<file path="src/power_down_consts.svh">
// constants for the power-down mode controller
// Overview of operation
// - The sleep instruction enters light sleep when the depth select is clear, deep sleep when set.
// - In light sleep the core stops while oscillator, interrupts, timers and sound generator run.
// - Entering any power-down state keeps registers, memory and pin levels unchanged.
// - In deep sleep the core stops and timers and sound generator run only on the slow oscillator.
// - The halt instruction enters stop mode, with timers and sound running only on slow clock.
// - Light and deep sleep are left on any interrupt request or on reset.
// - Stop mode ignores interrupts and is left only through hardware reset.
// - An interrupt wakes a sleeping core even when masked, and then no service routine is taken.
// - With the mask clear, waking by interrupt fetches the vector and runs its service routine.
// - Waking from deep sleep inserts oscillator warm-up cycles before execution resumes.
// - Leaving stop mode through reset also applies the oscillator warm-up cycles.
`ifndef POWER_DOWN_CONSTS_SVH
`define POWER_DOWN_CONSTS_SVH
`define PD_WARMUP_CYCLES 16'h0400
`define PD_WARMUP_ZERO   16'h0000
`define PD_WARMUP_ONE    16'h0001
`define PD_WARMUP_MIN    16'h0008
`endif

</file>
<file path="src/power_down_pkg.sv">
// types shared by the power-down mode controller
package power_down_pkg;
    typedef enum logic [2:0] {
        RUN, LIGHT_SLEEP, DEEP_SLEEP, STOP, WARMUP
    } pd_state_type;
    typedef struct packed {
        logic coreRun;
        logic fastOscOn;
        logic timerFastEn;
        logic soundFastEn;
        logic slowOnlyPeriph;
    } clock_gate_type;
    typedef struct packed {
        logic resume;
        logic takeVector;
    } wake_type;
endpackage : power_down_pkg

</file>
<file path="src/power_down_mode_control.sv">
// power-down mode controller: sleep, deep sleep, stop and wake-up
`timescale 1ns/1ps
`include "power_down_consts.svh"
module power_down_mode_control #(
    parameter logic [15:0] WARMUP_CYCLES = `PD_WARMUP_CYCLES
) (
    // clock and reset
    input  wire logic                           core_clk,
    input  wire logic                           reset_n,
    // core requests
    input  wire logic                           sleepInstr,
    input  wire logic                           haltInstr,
    input  wire logic                           deepSelect,
    input  wire logic                           irqMask,
    // interrupt sources
    input  wire logic                           irqRequest,
    // peripheral clock sources
    input  wire logic                           timerOnSlow,
    input  wire logic                           soundOnSlow,
    // controls
    output power_down_pkg::clock_gate_type      gates,
    output power_down_pkg::wake_type            wake,
    output power_down_pkg::pd_state_type        state
);
    power_down_pkg::pd_state_type state_d;
    logic                         warmStart;
    logic                         warmDone;
    logic                         resetWarm_q;
    logic                         warmTakeVec_q;
    logic [15:0]                  warmAge_q;

    // the fixed assertion windows below need at least this many warm-up cycles
    if (WARMUP_CYCLES < `PD_WARMUP_MIN) begin : warmup_too_short
        $error("warm-up count below minimum");
    end

    warmup_counter #(.CYCLES(WARMUP_CYCLES)) warmup (
        .core_clk (core_clk),
        .reset_n  (reset_n),
        .start    (warmStart),
        .done     (warmDone)
    );

    // hardware reset always warms the oscillator, covering exit from stop
    always_ff @(posedge core_clk or negedge reset_n) begin
        if (!reset_n) resetWarm_q <= 1'b1;
        else          resetWarm_q <= 1'b0;
    end

    assign warmStart = resetWarm_q || (state == power_down_pkg::DEEP_SLEEP && irqRequest);

    always_comb begin
        state_d = state;
        unique case (state)
            power_down_pkg::RUN: begin
                if (haltInstr) state_d = power_down_pkg::STOP;
                else if (sleepInstr) begin
                    state_d = deepSelect ? power_down_pkg::DEEP_SLEEP
                                         : power_down_pkg::LIGHT_SLEEP;
                end
            end
            power_down_pkg::LIGHT_SLEEP: begin
                if (irqRequest) state_d = power_down_pkg::RUN;
            end
            power_down_pkg::DEEP_SLEEP: begin
                if (irqRequest) state_d = power_down_pkg::WARMUP;
            end
            power_down_pkg::STOP: begin
                state_d = power_down_pkg::STOP;
            end
            power_down_pkg::WARMUP: begin
                if (warmDone) state_d = power_down_pkg::RUN;
            end
            default: state_d = power_down_pkg::RUN;
        endcase
    end

    // reset lands in warm-up so the core waits for the oscillator
    always_ff @(posedge core_clk or negedge reset_n) begin
        if (!reset_n) state <= power_down_pkg::WARMUP;
        else          state <= state_d;
    end

    // remembers whether the deep-sleep wake should take the vector
    always_ff @(posedge core_clk or negedge reset_n) begin
        if (!reset_n) warmTakeVec_q <= 1'b0;
        else if (state == power_down_pkg::DEEP_SLEEP && irqRequest)
            warmTakeVec_q <= !irqMask;
    end

    // one-cycle resume pulse; vector only when mask is clear
    always_ff @(posedge core_clk or negedge reset_n) begin
        if (!reset_n) begin
            wake <= '0;
        end else begin
            wake.resume     <= (state == power_down_pkg::LIGHT_SLEEP && irqRequest)
                            || (state == power_down_pkg::WARMUP && warmDone);
            wake.takeVector <= (state == power_down_pkg::LIGHT_SLEEP && irqRequest && !irqMask)
                            || (state == power_down_pkg::WARMUP && warmDone
                                && warmTakeVec_q);
        end
    end

    // clock gating per state; nothing here touches retained state
    always_ff @(posedge core_clk or negedge reset_n) begin
        if (!reset_n) begin
            gates <= '0;
        end else begin
            gates.coreRun        <= (state_d == power_down_pkg::RUN);
            gates.fastOscOn      <= (state_d == power_down_pkg::RUN)
                                 || (state_d == power_down_pkg::LIGHT_SLEEP)
                                 || (state_d == power_down_pkg::WARMUP);
            gates.timerFastEn    <= (state_d == power_down_pkg::RUN)
                                 || (state_d == power_down_pkg::LIGHT_SLEEP)
                                 || timerOnSlow;
            gates.soundFastEn    <= (state_d == power_down_pkg::RUN)
                                 || (state_d == power_down_pkg::LIGHT_SLEEP)
                                 || soundOnSlow;
            gates.slowOnlyPeriph <= (state_d == power_down_pkg::DEEP_SLEEP)
                                 || (state_d == power_down_pkg::STOP);
        end
    end

    // cycles spent in warm-up, watched by the warm-up length check
    always_ff @(posedge core_clk or negedge reset_n) begin
        if (!reset_n) warmAge_q <= `PD_WARMUP_ZERO;
        else if (state != power_down_pkg::WARMUP) warmAge_q <= `PD_WARMUP_ZERO;
        else if (warmAge_q != '1) warmAge_q <= warmAge_q + `PD_WARMUP_ONE;
    end

    light_enter_a: assert property (@(posedge core_clk) disable iff (!reset_n)
        state == power_down_pkg::RUN && sleepInstr && !haltInstr && !deepSelect
        |=> state == power_down_pkg::LIGHT_SLEEP)
        else $error("light sleep not entered");

    deep_enter_a: assert property (@(posedge core_clk) disable iff (!reset_n)
        state == power_down_pkg::RUN && sleepInstr && !haltInstr && deepSelect
        |=> state == power_down_pkg::DEEP_SLEEP)
        else $error("deep sleep not entered");

    halt_enter_a: assert property (@(posedge core_clk) disable iff (!reset_n)
        state == power_down_pkg::RUN && haltInstr
        |=> state == power_down_pkg::STOP ##1 !gates.coreRun)
        else $error("stop not entered");

    stop_holds_a: assert property (@(posedge core_clk) disable iff (!reset_n)
        state == power_down_pkg::STOP
        |=> state == power_down_pkg::STOP)
        else $error("stop left without reset");

    light_wake_a: assert property (@(posedge core_clk) disable iff (!reset_n)
        state == power_down_pkg::LIGHT_SLEEP && irqRequest
        |=> wake.resume && wake.takeVector == !$past(irqMask))
        else $error("light wake wrong");

    deep_warm_a: assert property (@(posedge core_clk) disable iff (!reset_n)
        state == power_down_pkg::DEEP_SLEEP && irqRequest
        |=> !wake.resume [*8])
        else $error("deep wake skipped warm-up");

    masked_novec_a: assert property (@(posedge core_clk) disable iff (!reset_n)
        state == power_down_pkg::LIGHT_SLEEP && irqRequest && irqMask
        |=> !wake.takeVector)
        else $error("masked wake took vector");

    sleep_core_a: assert property (@(posedge core_clk) disable iff (!reset_n)
        state == power_down_pkg::LIGHT_SLEEP && $past(state) == power_down_pkg::LIGHT_SLEEP
        |-> !gates.coreRun && gates.fastOscOn)
        else $error("light sleep gating wrong");

    reset_warm_a: assert property (@(posedge core_clk) disable iff (!reset_n)
        resetWarm_q
        |=> !gates.coreRun [*8])
        else $error("core ran before warm-up");

    deep_gate_a: assert property (@(posedge core_clk) disable iff (!reset_n)
        state == power_down_pkg::DEEP_SLEEP && $past(state) == power_down_pkg::DEEP_SLEEP
        |-> gates.timerFastEn == $past(timerOnSlow))
        else $error("deep timer gating wrong");

    deep_osc_a: assert property (@(posedge core_clk) disable iff (!reset_n)
        state == power_down_pkg::DEEP_SLEEP && $past(state) == power_down_pkg::DEEP_SLEEP
        |-> !gates.coreRun && !gates.fastOscOn && gates.soundFastEn == $past(soundOnSlow))
        else $error("deep sleep gating wrong");

    light_periph_a: assert property (@(posedge core_clk) disable iff (!reset_n)
        state == power_down_pkg::LIGHT_SLEEP && $past(state) == power_down_pkg::LIGHT_SLEEP
        |-> gates.timerFastEn && gates.soundFastEn && !gates.slowOnlyPeriph)
        else $error("light sleep peripherals stopped");

    stop_gate_a: assert property (@(posedge core_clk) disable iff (!reset_n)
        state == power_down_pkg::STOP && $past(state) == power_down_pkg::STOP
        |-> !gates.coreRun && !gates.fastOscOn && gates.timerFastEn == $past(timerOnSlow)
        && gates.soundFastEn == $past(soundOnSlow))
        else $error("stop gating wrong");

    deep_wake_a: assert property (@(posedge core_clk) disable iff (!reset_n)
        state == power_down_pkg::DEEP_SLEEP && irqRequest
        |=> state == power_down_pkg::WARMUP && !gates.coreRun)
        else $error("deep sleep not left on interrupt");

    stop_noirq_a: assert property (@(posedge core_clk) disable iff (!reset_n)
        state == power_down_pkg::STOP && irqRequest
        |=> !wake.resume && !gates.coreRun)
        else $error("stop woke on interrupt");

    vector_clear_a: assert property (@(posedge core_clk) disable iff (!reset_n)
        state == power_down_pkg::LIGHT_SLEEP && irqRequest && !irqMask
        |=> wake.takeVector)
        else $error("unmasked wake skipped vector");

    warm_exit_a: assert property (@(posedge core_clk) disable iff (!reset_n)
        state == power_down_pkg::WARMUP && warmDone
        |=> state == power_down_pkg::RUN && wake.resume && gates.coreRun)
        else $error("warm-up end did not resume");

    warm_length_a: assert property (@(posedge core_clk) disable iff (!reset_n)
        state == power_down_pkg::WARMUP && warmDone
        |-> warmAge_q >= WARMUP_CYCLES)
        else $error("warm-up too short");

    retain_hold_a: assert property (@(posedge core_clk) disable iff (!reset_n)
        state != power_down_pkg::RUN && state != power_down_pkg::WARMUP && $past(state) == state
        |-> !gates.coreRun && !wake.resume)
        else $error("core moved in power-down");

    resume_run_a: assert property (@(posedge core_clk) disable iff (!reset_n)
        wake.resume
        |-> state == power_down_pkg::RUN && gates.coreRun)
        else $error("resume without running core");

    resume_pulse_a: assert property (@(posedge core_clk) disable iff (!reset_n)
        wake.resume
        |=> !wake.resume)
        else $error("resume longer than one cycle");
endmodule : power_down_mode_control

</file>
<file path="src/warmup_counter.sv">
// oscillator warm-up counter
`timescale 1ns/1ps
`include "power_down_consts.svh"
module warmup_counter #(
    parameter logic [15:0] CYCLES = `PD_WARMUP_CYCLES
) (
    // clock and reset
    input  wire logic core_clk,
    input  wire logic reset_n,
    // control
    input  wire logic start,
    output logic      done
);
    logic [15:0] count_q;
    if (CYCLES == `PD_WARMUP_ZERO) begin : zero_cycles
        $error("warm-up count must be nonzero");
    end
    always_ff @(posedge core_clk or negedge reset_n) begin
        if (!reset_n) begin
            count_q <= `PD_WARMUP_ZERO;
            done    <= 1'b0;
        end else if (start) begin
            count_q <= CYCLES;
            done    <= 1'b0;
        end else if (count_q != `PD_WARMUP_ZERO) begin
            count_q <= count_q - `PD_WARMUP_ONE;
            done    <= (count_q == `PD_WARMUP_ONE);
        end else begin
            done <= 1'b0;
        end
    end
endmodule : warmup_counter
</file>
<file path="config.mk">
export PLATFORM = sky130hd
export DESIGN_NAME = power_down_mode_control
export DESIGN_NICKNAME = d
export VERILOG_FILES = /design/src/power_down_pkg.sv /design/src/power_down_mode_control.sv /design/src/warmup_counter.sv
export VERILOG_INCLUDE_DIRS = /design/src
export SDC_FILE = /design/constraint.sdc
export NUM_CORES = 1
export LEC_CHECK = 0
export ABC_AREA = 1
export BUFFER_PORTS_ARGS = -buffer_cell sky130_fd_sc_hd__buf_4
export CAP_MARGIN = 20
export CELL_PAD_IN_SITES_DETAIL_PLACEMENT = 1
export CELL_PAD_IN_SITES_GLOBAL_PLACEMENT = 1
export CORE_UTILIZATION = 37
export CTS_BUF_LIST = sky130_fd_sc_hd__clkbuf_4 sky130_fd_sc_hd__clkbuf_8 sky130_fd_sc_hd__clkbuf_16
export CTS_CLUSTER_DIAMETER = 60
export CTS_CLUSTER_SIZE = 20
export DETAILED_ROUTE_END_ITERATION = 8
export PLACE_DENSITY_LB_ADDON = 0.08
export SLEW_MARGIN = 20
export SYNTH_ARGS = -nofsm -noshare
export SYNTH_HDL_FRONTEND = slang
export SYNTH_HIERARCHICAL = 1
export SYNTH_SLANG_ARGS = --single-unit
</file>
<file path="constraint.sdc">
create_clock -name core_clk -period 1.4 [get_ports core_clk]
set_clock_uncertainty 0.05 [all_clocks]
set_input_delay 0.28 -clock core_clk [delete_from_list [all_inputs] [get_ports core_clk]]
set_output_delay 0.28 -clock core_clk [all_outputs]
set_load 0.1 [all_outputs]
</file>
Word-level counts from Yosys, hierarchy flattened. Index checks and enable logic that the tools add are counted.

Output and inout port bits: 10. Bits in latches: 0. RAM bits: 0. Register bits: 29. Bits in read-only memories: 0. Memories: 0. Bits of input ports: 9. Logic and storage cells: 51.

Magnitude comparators: 0. Bitwise operators: 0. Shift-type cells: 0. Add/subtract/negate cells: 1. Multiply operators: 0. Multiplexer cells: 11. Divide/modulo/power cells: 0. Reductions and logical operators: 18. Equality and inequality tests: 9.

Operator list (number): two-way mux 16 bit (2); == test 16 x 1 -> 1 bit, second input constant (1); nonzero test 16 bit (1); subtractor 16 x 1 -> 16 bit, second input constant (1); two-way mux 3 bit (5); one-hot mux 3 bit (5 select lines) (1); == test 3 x 2 -> 1 bit, second input constant (4); logical OR 1 bit (8); == test 3 x 1 -> 1 bit, second input constant (2); == test 3 bit, second input constant (2); zero test 3 bit (2); logical AND 1 bit (5); two-way mux 1 bit (2); two-way mux 2 bit (1); nonzero test 2 bit (1); zero test 1 bit (1).

Depth between registers and ports, before layout.
Word-level depth: 7. Gate-level depth with buffers: 9. Gate-level depth less buffers: 9.

By module. Netlist, hierarchy kept.

By module, submodules not included: warmup_counter (area an instance 1038.5 um2, instances 1, cells an instance 147, sequential area each 425.4 um2); power_down_mode_control (area an instance 495.5 um2, instances 1, cells an instance 55, sequential area each 302.8 um2).

Worst setup path before layout. OpenSTA, ideal clock, no wires.

Path type: reg-to-reg. Start point: reg state[0]. End point: reg warmup.count_q[11]. Arrival: 1.984 ns. Clock period less this slack: 2.106 ns. Data required time: 1.278 ns. Buffers on the path: 1. Cell stages (with the launch flop): 8. Slack: -0.706 ns. Setup time: 0.072 ns. Path through: dfrtp_1 -> nor2_1 -> nand2_2 -> nand2_1 -> inv_1 -> clkbuf_1 -> nand3_1 -> nor2_1.

Cells in the longest elaborated chain, start to end: 4. Elaborated cells between the ends (all ways): 5. Classes of those cells: 1 x eq/ne; 1 x mux; 3 x reduce/logical.

RTL lines: from (decl) (RTL line power_down_mode_control.sv:23) `output power_down_pkg::pd_state_type state`; from (signal assigned) (RTL line power_down_mode_control.sv:80) `if (!reset_n) state <= power_down_pkg::WARMUP;`; from (signal assigned) (RTL line power_down_mode_control.sv:81) `else state <= state_d;`; == test 3 x 2 -> 1 bit (*) (RTL line power_down_mode_control.sv:50) `assign warmStart = resetWarm_q || (state == power_down_pkg::DEEP_SLEEP && irqRequest);`; logical AND 1 bit (*) (RTL line power_down_mode_control.sv:50); logical OR 1 bit (*) (RTL line power_down_mode_control.sv:50); via warmStart (RTL line power_down_mode_control.sv:26) `logic warmStart;`; two-way mux 16 bit / nonzero test 2 bit (equally long branches); to (signal assigned) (RTL line warmup_counter.sv:20) `` count_q <= `PD_WARMUP_ZERO; ``; to (signal assigned) (RTL line warmup_counter.sv:26) `` count_q <= count_q - `PD_WARMUP_ONE; ``; to (decl) (RTL line warmup_counter.sv:14) `logic [15:0] count_q;`.

The timed path passes the listed nets; every way through them passes the cells marked *. A chain may end at the register's enable or synchronous reset.

Worst setup path after layout.
Start point: reg state[2]. End point: out state[2].

No word-level cell between the ends.

==> flow_summary.yaml <==
placement:
  portBuffers: 18
  dp_slack_ns: -0.127
  dp_hpwl_microns: 2930
  dpl_cell_area_sq_mm: 0.00195
  gp_congestion: 0.747
hold_path:
  hp-class: "input port to flip-flop"
  hold_start: "irqMask"
  worstHoldPathCells: 2
  hold-path-endpoint: "warmTakeVec_q$_DFFE_PN0P_"
die:
  fp-row-count: 23
  core_sq_mm: 0.00400
  io_pins: 19
  die_h_microns: 66.4
  design.die.area_sq_mm: 0.00441
  start_util: 0.383
  die_w_microns: 66.4
setup_path:
  critPathBufInv: 1
  slowest_delay_ns: 0.65
  critPathSlowestCell: "dfstp_4"
  crit_type: "flip-flop to output pin"
  reg2reg_slack_ns: -0.03
  startpoint_type: "flip-flop"
  cp_cell_sequence: "buf_12"
  rr_startpoint: "warmup/count_q[1]$_DFFE_PN0P_"
  r2r_cells: 8
  r2r_end: "warmup/count_q[10]$_DFFE_PN0P_"
  crit_fanout: 3
  required_ns: 1.07
  critPathTopFamily: "flip-flops"
  critPathCaptureType: "output pin"
  worstPathArrival_ns: 1.11
clocking:
  cts_sinks: 29
  clk_pin_slew_ns: 0.06
  clockBufferDepth: 2
  numCtsBuffers: 5
  cts-root-buf: "clkbuf_8"
  tritoncts: "done"
  htree_num_levels: 2
  clock_latency_ns: 0.28
grt:
  grt_overflow_total: 0
  antenna_found_initial: 0
  grt_use_total: 0.213
  first_global_vias: 1556
  grt_pass1_wl_microns: 6830
  grt_max_degree: 30
synthesis:
  yosysMostFrequentCell: "nand2_1"
  synthFlopType: "dfrtp_1"
  synth_edf_count: 0
  seq_area_frac_synth: 0.475
  ys_ff_latch: 29
  avgSynthCellArea_sq_um: 7.59
  yosysTopAreaCell: "dfrtp_1"
  synth.net_count: 213
  synthCells: 202
  synth_top_cell_area_share: 0.440
  ys_top_cells_by_area: "dfrtp_1 44%, nand2_1 12%, nor2_1 8.6%"
  yosys_warnings: 6
  synthDistinctLibCells: 24
  syn_area_sq_mm: 0.00153
  synthArstFlopShare: 1.00
  synth_common_cells: "51 x nand2_1, 35 x nor2_1, 27 x dfrtp_1"
sta:
  fin_ws_ns: -0.0434
  tns_ns: -0.0698
  max_freq_mhz: 693
  setup_violations: 2
  rsz0062_at_grt: "true"
  hold_viol_final: 0
  slew_violations: 0
  period_minus_slack_ns: 1.44
  min_period_over_period: 1.03
job:
  drv_cap: 0
route:
  drtIter0Drc: 30
  drc: 0
  avgViaCountPerCell: 4.91
  routed_wl_microns: 4120
  wl_per_cell_microns: 13.5
  dr.pass1.iters: 4
  ant_nets: 0
  vias: 1499
run_status:
  status: "complete, but fails checks"
  violations: "negative setup slack"
finish:
  n_antenna_cell: 0
  stdcell_area_sq_mm: 0.00222
  drive_above_1_share: 0.416
  area_growth_pct: 44.6
  final_nets: 265
-- cell type report --
type	instances	area [sq um]
tap	50	62.6
inverter	28	110
fill	502	1780
timing repair buffer	47	408
sequential	29	742
multi-input combinational	143	810
clock inverter	2	10.0
clock buffer	6	76.3
-- sequential cells by signal, indices dropped and copies added, names as in the netlist --
signal          count
gates               5
warmup/count_q     16
state               3
warmTakeVec_q       1
resetWarm_q         1
wake                2
warmup/done         1
-- worst max-delay path by stage --
stage | startpoint | endpoint | slack (ns) | cells after the start
finish | state[2]$_DFF_PN1_ | state[2] | -0.04 | 1
global placement | warmup/count_q[1]$_DFFE_PN0P_ | warmup/count_q[0]$_DFFE_PN0P_ | -0.05 | 8
global route | warmup/count_q[7]$_DFFE_PN0P_ | warmup/count_q[12]$_DFFE_PN0P_ | -0.12 | 8
floorplan | state[2]$_DFF_PN1_ | warmup/count_q[13]$_DFFE_PN0P_ | -0.09 | 7
detailed placement | warmup/count_q[1]$_DFFE_PN0P_ | warmup/count_q[12]$_DFFE_PN0P_ | -0.13 | 7
CTS | state[2]$_DFF_PN1_ | state[2] | -0.05 | 1
-- placed cells by master (no fill, tap or decap), drive strengths merged, types with 2 or more instances in the layout --
cell,instances
buf,46
clkbuf,6
clkinv,2
dfrtp,27
dfstp,2
ha,2
inv,28
nand2,55
nand3,23
nand4,4
nor2,42
o211ai,2
o21ai,4
or2,7
-- through the flow --
| step | cells | hold slack [ns] | util |
|---|---|---|---|
| floorplan | 202 | -0.0656 | - |
| global placement | 292 | 0.174 | 0.487 |
| detailed placement | 292 | 0.183 | 0.487 |
| CTS | 303 | 0.122 | 0.535 |
| global route | 305 | 0.140 | 0.555 |
| finish | 305 | 0.129 | 0.555 |
-- cell families (layout without fill, tap and decap cells) --
family / count (synthesis) / in the layout / synth area share
AO/OA/AOI/OAI: 8 / 8 / 0.0302
adder cells (fa/ha/maj): 2 / 2 / 0.0163
buffers and inverters: 30 / 83 / 0.0783
flip-flops: 29 / 29 / 0.475
other: 1 / 1 / 0.00244
AND/OR/NAND/NOR: 132 / 132 / 0.398
-- layer usage --
metal	GRT usage	wire length (microns)
met1	0.226	1640
met3	0.0466	103
met5	0	0
met4	0.0798	64
met2	0.403	2310
-- repair_timing --
item	4_1_cts	5_1_grt
resized for setup	20	20
buffers inserted	2	2
setup endpoints to repair	17	24
pin swaps	7	8
hold endpoints to repair	27	0
hold buffers	1	0
Power is left out: the tool's default activity adds up to more than one toggle a clock period on the data nets, which glitch-free logic cannot reach.
